===== src/hdl/oscsc_pkg.sv =====
// Constants, types and register layout of the oscillator source control block
package oscsc_pkg;

    localparam int ADDR_W = 4;
    localparam int DATA_W = 16;
    localparam int SRC_W  = 3;
    localparam int IRQ_W  = 3;

    // Register word addresses
    localparam logic [3:0] OFS_OSC_CTRL = 4'h0;
    localparam logic [3:0] OFS_IRQ_STAT = 4'h1;
    localparam logic [3:0] OFS_IRQ_CLR  = 4'h2;
    localparam logic [3:0] OFS_IRQ_EN   = 4'h3;

    // Field positions inside oscillator_control
    localparam int CUR_SRC_LSB     = 12;
    localparam int REQ_SRC_LSB     = 8;
    localparam int CLK_LOCK_BIT    = 7;
    localparam int REMAP_LOCK_BIT  = 6;
    localparam int PLL_LOCK_BIT    = 5;
    localparam int CLK_FAIL_BIT    = 3;
    localparam int SWITCH_EN_BIT   = 0;

    // Source codes, shared by current and requested fields
    localparam logic [2:0] SRC_FAST_INT      = 3'h0;
    localparam logic [2:0] SRC_FAST_INT_PLL  = 3'h1;
    localparam logic [2:0] SRC_PRIMARY       = 3'h2;
    localparam logic [2:0] SRC_PRIMARY_PLL   = 3'h3;
    localparam logic [2:0] SRC_RESERVED      = 3'h4;
    localparam logic [2:0] SRC_LOW_POWER_INT = 3'h5;
    localparam logic [2:0] SRC_FAST_INT_D16  = 3'h6;
    localparam logic [2:0] SRC_FAST_INT_DIV  = 3'h7;

    // Interrupt status bit positions
    localparam int IRQ_SWITCH_DONE = 0;
    localparam int IRQ_CLOCK_FAIL  = 1;
    localparam int IRQ_SWITCH_REJ  = 2;

    // Values after reset
    localparam logic [2:0]       SRC_RST    = 3'h0;
    localparam logic [IRQ_W-1:0] IRQ_EN_RST = 3'h0;

    // Switch settle time
    localparam int CLK_PERIOD_NS  = 4;
    localparam int SWITCH_TIME_NS = 40;
    localparam int SWITCH_CYCLES  = (SWITCH_TIME_NS + CLK_PERIOD_NS - 1) / CLK_PERIOD_NS;

    typedef struct packed {
        logic              wr;
        logic              rd;
        logic [ADDR_W-1:0] addr;
        logic [DATA_W-1:0] wdata;
    } oscsc_bus_s;

    typedef struct packed {
        logic             commit;
        logic             reject;
        logic [SRC_W-1:0] source;
    } oscsc_switch_s;

    typedef enum logic [1:0] {SW_IDLE, SW_CHECK, SW_WAIT, SW_DONE} oscsc_sw_state_e;

endpackage


===== src/hdl/oscsc_irq.sv =====
// Sticky event status, enable and write-one-to-clear, one level interrupt
`timescale 1ns/1ps
module oscsc_irq (
    input  wire logic       core_clk,
    input  wire logic       reset,
    input  wire logic [2:0] events,
    input  wire logic       clrWrite,
    input  wire logic       enWrite,
    input  wire logic [2:0] wdata,
    output logic      [2:0] status,
    output logic      [2:0] enable,
    output logic            irq
);
    import oscsc_pkg::*;

    genvar i;
    generate
        for (i = 0; i < IRQ_W; i++) begin : g_stat
            always_ff @(posedge core_clk or posedge reset) begin
                if (reset) begin
                    status[i] <= 1'b0;
                end else if (events[i]) begin
                    status[i] <= 1'b1;
                end else if (clrWrite && wdata[i]) begin
                    status[i] <= 1'b0;
                end
            end
        end
    endgenerate

    always_ff @(posedge core_clk or posedge reset) begin
        if (reset) begin
            enable <= IRQ_EN_RST;
        end else if (enWrite) begin
            enable <= wdata;
        end
    end

    assign irq = |(status & enable);
endmodule


===== src/hdl/oscsc_switch_seq.sv =====
// Clock switch sequencer: checks a requested source and commits it after settling
`timescale 1ns/1ps
module oscsc_switch_seq (
    input  wire logic                   core_clk,
    input  wire logic                   reset,
    input  wire logic                   start,
    input  wire logic [2:0]             reqSource,
    input  wire logic [2:0]             curSource,
    output logic                        busy,
    output oscsc_pkg::oscsc_switch_s    result
);
    import oscsc_pkg::*;

    localparam logic [7:0] WAIT_LAST = 8'(SWITCH_CYCLES - 1);
    localparam int         SwMax     = SWITCH_CYCLES + 3;

    oscsc_sw_state_e state_r;
    logic [7:0]      waitCnt_r;
    logic [2:0]      target_r;
    logic            illegal;

    // Reserved code and direct moves between the two PLL modes are refused
    assign illegal = (target_r == SRC_RESERVED) ||
                     (curSource == SRC_PRIMARY_PLL && target_r == SRC_FAST_INT_PLL) ||
                     (curSource == SRC_FAST_INT_PLL && target_r == SRC_PRIMARY_PLL);

    always_ff @(posedge core_clk or posedge reset) begin
        if (reset) begin
            state_r <= SW_IDLE;
        end else begin
            case (state_r)
                SW_IDLE:  if (start) state_r <= SW_CHECK;
                SW_CHECK: state_r <= illegal ? SW_IDLE : SW_WAIT;
                SW_WAIT:  if (waitCnt_r == WAIT_LAST) state_r <= SW_DONE;
                default:  state_r <= SW_IDLE;
            endcase
        end
    end

    always_ff @(posedge core_clk or posedge reset) begin
        if (reset) begin
            waitCnt_r <= 8'h00;
        end else if (state_r == SW_WAIT) begin
            waitCnt_r <= waitCnt_r + 8'h01;
        end else begin
            waitCnt_r <= 8'h00;
        end
    end

    always_ff @(posedge core_clk or posedge reset) begin
        if (reset) begin
            target_r <= SRC_RST;
        end else if (state_r == SW_IDLE && start) begin
            target_r <= reqSource;
        end
    end

    assign busy          = (state_r != SW_IDLE);
    assign result.commit = (state_r == SW_DONE); // RULE7
    assign result.reject = (state_r == SW_CHECK) && illegal; // RULE1
    assign result.source = target_r;
endmodule


===== src/hdl/oscsc_top.sv =====
// Oscillator source control register with clock switch, locks and fail flag
//
// Contract
// [RULE1] Current code 101 means low-power internal; 100 reserved
// [RULE2] Current code 011 primary with PLL, 010 direct
// [RULE3] Current code 001 fast internal, divider then PLL
// [RULE4] Clock lock clear: source and PLL changes accepted
// [RULE5] Bit 6 written one locks pin remapping
// [RULE6] Clock-fail cleared by software; written one traps
// [RULE7] Requested code adopted only when switch performed
`timescale 1ns/1ps
module oscsc_top (
    input  wire logic                core_clk,
    input  wire logic                reset,
    input  wire logic [3:0]          regAddr,
    input  wire logic [15:0]         regWdata,
    input  wire logic                regWr,
    input  wire logic                regRd,
    output logic      [15:0]         regRdata,
    input  wire logic [2:0]          cfgInitSource,
    input  wire logic                pllLocked,
    input  wire logic                oscFailDetect,
    output logic      [2:0]          curSource,
    output logic                     clockLock,
    output logic                     pinRemapLock,
    output logic                     oscFailTrap,
    output logic                     switchBusy,
    output logic                     irq
);
    import oscsc_pkg::*;

    oscsc_bus_s    bus;
    oscsc_switch_s swResult;

    logic [2:0]  curSource_r;
    logic [2:0]  reqSource_r;
    logic        clockLock_r;
    logic        pinRemapLock_r;
    logic        clockFail_r;
    logic        swEnable_r;
    logic        initLoad_r;
    logic        oscFailTrap_r;
    logic [15:0] regRdata_r;
    logic [15:0] regRdata_nxt;

    logic        ctrlWr;
    logic        clrWr;
    logic        enWr;
    logic        swStart;
    logic        swFailSet;
    logic        usesPll;
    logic        pllLockBit;
    logic [15:0] ctrlWord;
    logic [2:0]  irqEvents;
    logic [2:0]  irqStatus;
    logic [2:0]  irqEnable;

    assign bus.wr    = regWr;
    assign bus.rd    = regRd;
    assign bus.addr  = regAddr;
    assign bus.wdata = regWdata;

    // Write decode
    always_comb begin
        ctrlWr = 1'b0;
        clrWr  = 1'b0;
        enWr   = 1'b0;
        if (bus.wr && bus.addr == OFS_OSC_CTRL) begin
            ctrlWr = 1'b1;
        end else if (bus.wr && bus.addr == OFS_IRQ_CLR) begin
            clrWr = 1'b1;
        end else if (bus.wr && bus.addr == OFS_IRQ_EN) begin
            enWr = 1'b1;
        end
    end

    // Straps are loaded on the first edge after reset release
    always_ff @(posedge core_clk or posedge reset) begin
        if (reset) begin
            initLoad_r <= 1'b1;
        end else begin
            initLoad_r <= 1'b0;
        end
    end

    // Clock lock sticks until reset once set
    always_ff @(posedge core_clk or posedge reset) begin
        if (reset) begin
            clockLock_r <= 1'b0;
        end else if (ctrlWr && bus.wdata[CLK_LOCK_BIT]) begin
            clockLock_r <= 1'b1;
        end
    end

    always_ff @(posedge core_clk or posedge reset) begin
        if (reset) begin
            pinRemapLock_r <= 1'b0;
        end else if (ctrlWr) begin
            pinRemapLock_r <= bus.wdata[REMAP_LOCK_BIT]; // RULE5
        end
    end

    // Requested source, writable only while unlocked and idle
    always_ff @(posedge core_clk or posedge reset) begin
        if (reset) begin
            reqSource_r <= SRC_RST;
        end else if (initLoad_r) begin
            reqSource_r <= cfgInitSource;
        end else if (ctrlWr && !clockLock_r && !switchBusy) begin
            reqSource_r <= bus.wdata[REQ_SRC_LSB +: SRC_W]; // RULE4
        end
    end

    assign swStart = ctrlWr && !clockLock_r && !switchBusy && !swEnable_r &&
                     bus.wdata[SWITCH_EN_BIT]; // RULE4

    // Switch enable: set by software, cleared when the switch ends
    always_ff @(posedge core_clk or posedge reset) begin
        if (reset) begin
            swEnable_r <= 1'b0;
        end else if (swStart) begin
            swEnable_r <= 1'b1;
        end else if (swResult.commit || swResult.reject) begin
            swEnable_r <= 1'b0;
        end
    end

    oscsc_switch_seq u_switch (
        .core_clk  (core_clk),
        .reset     (reset),
        .start     (swStart),
        .reqSource (bus.wdata[REQ_SRC_LSB +: SRC_W]),
        .curSource (curSource_r),
        .busy      (switchBusy),
        .result    (swResult)
    );

    // Current source takes the strap after reset (SRC_RST for the reserved code), then follows only a committed switch
    always_ff @(posedge core_clk or posedge reset) begin
        if (reset) begin
            curSource_r <= SRC_RST;
        end else if (initLoad_r) begin
            curSource_r <= (cfgInitSource == SRC_RESERVED) ? SRC_RST : cfgInitSource; // RULE1
        end else if (swResult.commit) begin
            curSource_r <= swResult.source; // RULE7
        end
    end

    // Clock fail: hardware or a software one sets, software zero clears
    assign swFailSet = ctrlWr && bus.wdata[CLK_FAIL_BIT];

    always_ff @(posedge core_clk or posedge reset) begin
        if (reset) begin
            clockFail_r <= 1'b0;
        end else if (oscFailDetect || swFailSet) begin
            clockFail_r <= 1'b1; // RULE6
        end else if (ctrlWr) begin
            clockFail_r <= 1'b0; // RULE6
        end
    end

    always_ff @(posedge core_clk or posedge reset) begin
        if (reset) begin
            oscFailTrap_r <= 1'b0;
        end else begin
            oscFailTrap_r <= oscFailDetect || swFailSet; // RULE6
        end
    end

    // PLL lock shown only while a PLL source is active
    assign usesPll    = (curSource_r == SRC_PRIMARY_PLL) ||
                        (curSource_r == SRC_FAST_INT_PLL); // RULE2 RULE3
    assign pllLockBit = usesPll && pllLocked;

    assign ctrlWord = {1'b0, curSource_r, 1'b0, reqSource_r, clockLock_r,
                       pinRemapLock_r, pllLockBit, 1'b0, clockFail_r, 2'b00,
                       swEnable_r};

    assign irqEvents[IRQ_SWITCH_DONE] = swResult.commit;
    assign irqEvents[IRQ_CLOCK_FAIL]  = oscFailDetect || swFailSet;
    assign irqEvents[IRQ_SWITCH_REJ]  = swResult.reject;

    oscsc_irq u_irq (
        .core_clk (core_clk),
        .reset    (reset),
        .events   (irqEvents),
        .clrWrite (clrWr),
        .enWrite  (enWr),
        .wdata    (bus.wdata[IRQ_W-1:0]),
        .status   (irqStatus),
        .enable   (irqEnable),
        .irq      (irq)
    );

    // Read decode; unmapped and clear addresses read zero
    always_comb begin
        regRdata_nxt = 16'h0000;
        if (bus.rd && bus.addr == OFS_OSC_CTRL) begin
            regRdata_nxt = ctrlWord;
        end else if (bus.rd && bus.addr == OFS_IRQ_STAT) begin
            regRdata_nxt = {13'h0000, irqStatus};
        end else if (bus.rd && bus.addr == OFS_IRQ_EN) begin
            regRdata_nxt = {13'h0000, irqEnable};
        end
    end

    always_ff @(posedge core_clk or posedge reset) begin
        if (reset) begin
            regRdata_r <= 16'h0000;
        end else begin
            regRdata_r <= regRdata_nxt;
        end
    end

    assign regRdata     = regRdata_r;
    assign curSource    = curSource_r;
    assign clockLock    = clockLock_r;
    assign pinRemapLock = pinRemapLock_r;
    assign oscFailTrap  = oscFailTrap_r;
endmodule


===== config.mk =====
export PLATFORM = sky130hd
export DESIGN_NAME = oscsc_top
export DESIGN_NICKNAME = d
export VERILOG_FILES = /design/src/hdl/oscsc_pkg.sv /design/src/hdl/oscsc_irq.sv /design/src/hdl/oscsc_switch_seq.sv /design/src/hdl/oscsc_top.sv
export SDC_FILE = /design/constraint.sdc
export NUM_CORES = 1
export LEC_CHECK = 0
export ABC_AREA = 0
export BUFFER_PORTS_ARGS = -buffer_cell sky130_fd_sc_hd__buf_2
export CAP_MARGIN = 20
export CORE_UTILIZATION = 51
export CTS_CLUSTER_SIZE = 12
export DETAILED_ROUTE_END_ITERATION = 10
export PLACE_DENSITY = 0.78
export REMOVE_ABC_BUFFERS = 1
export SETUP_SLACK_MARGIN = 0.3
export SYNTH_ARGS = -nofsm -noshare
export SYNTH_HDL_FRONTEND = slang
export SYNTH_SLANG_ARGS = --single-unit

===== constraint.sdc =====
create_clock -name core_clk -period 1.92 [get_ports core_clk]
set_input_delay 0.096 -clock core_clk [delete_from_list [all_inputs] [get_ports core_clk]]
set_output_delay 0.096 -clock core_clk [all_outputs]
set_load 0.01 [all_outputs]

==> key figures <==
Logic synthesis
  – Post-synthesis xor/xnor area fraction: approximately 1.8%
  – Mux share of post-synthesis cell area: under 10%
  – Ys flop type: dfrtp_1
  – Synth unique cells: 47
  – Synth Area in Simple Gates: 18.36%
  – Sequential fraction of the synthesis area: between 50% and 60%
  – Synth top area share: between 50% and 60%
  – Largest family of logic cells by synthesized area: simple AND/OR/NAND/NOR gates
  – Async S/R FF share, synth: 100.0%
  – Cells after Synth: roughly 170
  – Post-Synth Adder-Cell Area: 1.289%
  – Compound-Gate Fraction of Synth Area: under 10%
  – Synth warnings: 0
  – Number of flops mapped to enable cells by yosys: 0
  – Avg Inst Size Synth: approximately 11 µm²
  – Synthesized cell area: about 1900 µm²
  – Top cells by area, synth: dfrtp_1 (55%), mux2_2 (4.1%), and2_1 (3.2%), mux2i_1 (3.1%), nor2_1 (2.5%)
  – Synth area leader: dfrtp_1
  – Register bit total from synthesis: between 40 and 50

Clocking
  – Root buf cell: clkbuf_8
  – Clk_lat worst skew: 290 ps
  – CTS tree: done
  – Clk slew on worst S/H paths: 80 ps
  – Clk buf depth: 2
  – Total CTS buffers: 5
  – H-Tree Depth: 2
  – Sink Count: 44

Die
  – Die Ht: ~64 µm
  – Width of the die: around 64 µm
  – Core area: 3661 µm²
  – Row count: 22
  – Die area: 4058 µm²
  – Starting density of the core: 53.04%
  – Ports: 53

Drt
  – ANT nets after route: 0
  – Vias: approximately 1400
  – Vias per inst: between 5 and 6
  – First DRT Iteration DRCs: 84
  – Drt pass-1 iters: 4
  – DRT Wirelength: ~3.6 mm
  – DRC viols: 0
  – DR WL/cell: ~13 µm

Place
  – Port bufs: 42
  – Hpwl dp: roughly 2.6 mm
  – Placer Congestion: 0.7868
  – Dpl ws: 208.1 ps

Layout
  – Antenna cell count: 0
  – Fraction of layout cells with a size suffix above 1: between 30% and 40%
  – Nets@finish: approximately 250
  – Area Growth Syn to Fin: 20.43%
  – Most frequent cells in the layout: dfrtp_1 (42), buf_2 (42), nor2_1 (13), and2_1 (10), inv_1 (10)

STA
  – Max_slew headroom: 64.53%
  – Setup TNS: 0 ps
  – Least-Margin Pin Slew: around 530 ps
  – Period utilisation layout: between 80% and 90%
  – F_max: approximately 610 MHz
  – Fin. Hold Viols: 0
  – Fin worst setup slack: about 290 ps
  – Final setup violation count: 0
  – Max Transition Viols Final: 0
  – Setup Skew: between 9 and 10 ps
  – Final min period: between 1500 and 2000 ps
  – RSZ-0062 raised after global routing: true

Critical path
  – Worst Setup Start Kind: flip-flop
  – Critical Path Fanout Max: 4
  – WS Path Type: flip-flop to flip-flop
  – Critical Path End Type: flip-flop
  – WP data arrival: approximately 1800 ps
  – CP required: between 2000 and 2500 ps

Global route
  – Total gr overflow: 0
  – GR Util met3: 3.804%
  – Initial antenna violation count: 0
  – GRT met2 Usage: 30.72%
  – Routing usage on met1: 25.21%
  – GRT Max-Usage Layer: met2
  – GRT Overall Usage: 19.43%
  – Vias in the first global route: between 1000 and 1500
  – Largest net degree at the start of global routing: between 40 and 50
  – First-pass GRT wire length: slightly below 6 mm

Worst hold path
  – Worst hold path class: primary input to flip-flop

Power and ir drop
  – Peak VDD IR: roughly 0.00044 V
  – Power Total: about 1.9 mW
  – Leak: ~1.2 nW
  – P per Cell Area: 817.1 nW/µm²

Status
  – Outcome: finished, final reports clean

Run
  – Max-capacitance violation count: 0
-- synth_stat cells (all sizes together) (2+ instances only) --
| library cell | number |
|---|---|
| nand2b | 4 |
| a21boi | 2 |
| o311a | 2 |
| mux2i | 6 |
| dfrtp | 43 |
| mux2 | 7 |
| and3 | 2 |
| nor2 | 13 |
| or4 | 3 |
| clkbuf | 2 |
| a31oi | 3 |
| ha | 2 |
| a21oi | 3 |
| xor2 | 3 |
| o21ai | 8 |
| and2 | 10 |
| buf | 6 |
| o31ai | 3 |
| nand3 | 6 |
| nand4 | 2 |
| nor3b | 4 |
| inv | 10 |
| or3 | 3 |
| nand2 | 5 |
-- sequential cells by signal, summed over array words and instances, names as in the netlist, 2 cells and up --
name	count
regRdata	13
u_switch.waitCnt_r	8
curSource	3
reqSource_r	3
u_irq.enable	3
u_irq.status	3
u_switch.target_r	3
u_switch.state_r	2
-- final cells by class --
type / count / area (µm²)
fillers: 301 / 1323
clock inverters: 2 / 35.03
repair buffers: 47 / 250.2
flip-flops and latches: 44 / 1104
inverters: 10 / 37.54
multi-input cells: 112 / 779.5
well taps: 48 / 60.06
clock buffers: 6 / 72.57
-- cell families after synthesis --
| group | after synthesis |
|---|---|
| multiplexers | 13 |
| XOR/XNOR | 4 |
| AND/OR/NAND/NOR | 61 |
| other | 1 |
| adder cells (fa/ha/maj) | 2 |
| buffers and inverters | 18 |
| AO/OA/AOI/OAI | 28 |
| flip-flops | 44 |
-- routing by layer --
metal  share of wire, %  routed length (µm)
met5                  0                   0
met4                1.4                  49
met3                3.1                 112
met2                 48                1739
met1                 47                1705
-- path summary, 6_finish.rpt --
kind	start	to	slack (ps)	cells after the start
min reg2reg	clockFail_r	regRdata[3]	480	1
max in group asynchronous	reset	u_switch.state_r[1]	1050	4
max	clockLock	reqSource_r[0]	290	3
min	regWdata[7]	clockLock	10	2
min in group asynchronous	reset	u_irq.status[0]	480	4
max reg2reg	clockLock	reqSource_r[0]	290	3
-- stage by stage --
stage	hold WS [ps]	std cells	utilization (%)	area [µm²]
CTS	3.964	269	63.53	2326
floorplan	206.0	166	-	1903
global placement	258.7	258	59.77	2188
detailed placement	262.6	258	59.77	2188
global route	9.990	269	63.88	2338
finish	9.642	269	63.88	2338
-- power by group --
group          switching, mW  internal [mW]  total [mW]
sequential            0.0382          0.980        1.02
clock                  0.293          0.386       0.679
combinational          0.111          0.103       0.214
total                  0.442           1.47        1.91
-- critical path: stages (launching register included) --
cell and delay, ps:
dfrtp_1 390, or4b_4 510, or4_4 490, o311a_1 130
-- what timing repair did --
| item | 4_1_cts | 5_1_grt |
|---|---|---|
| hold buffers | 1 | 0 |
| cloned | 0 | 0 |
| setup buffers | 2 | 0 |
| hold endpoints to repair | 43 | 0 |
| gates resized for setup | 2 | 3 |
| endpoints found under the setup margin | 2 | 4 |
| pin swaps | 3 | 1 |
No activity file was read; power rests on OpenSTA's default activity.
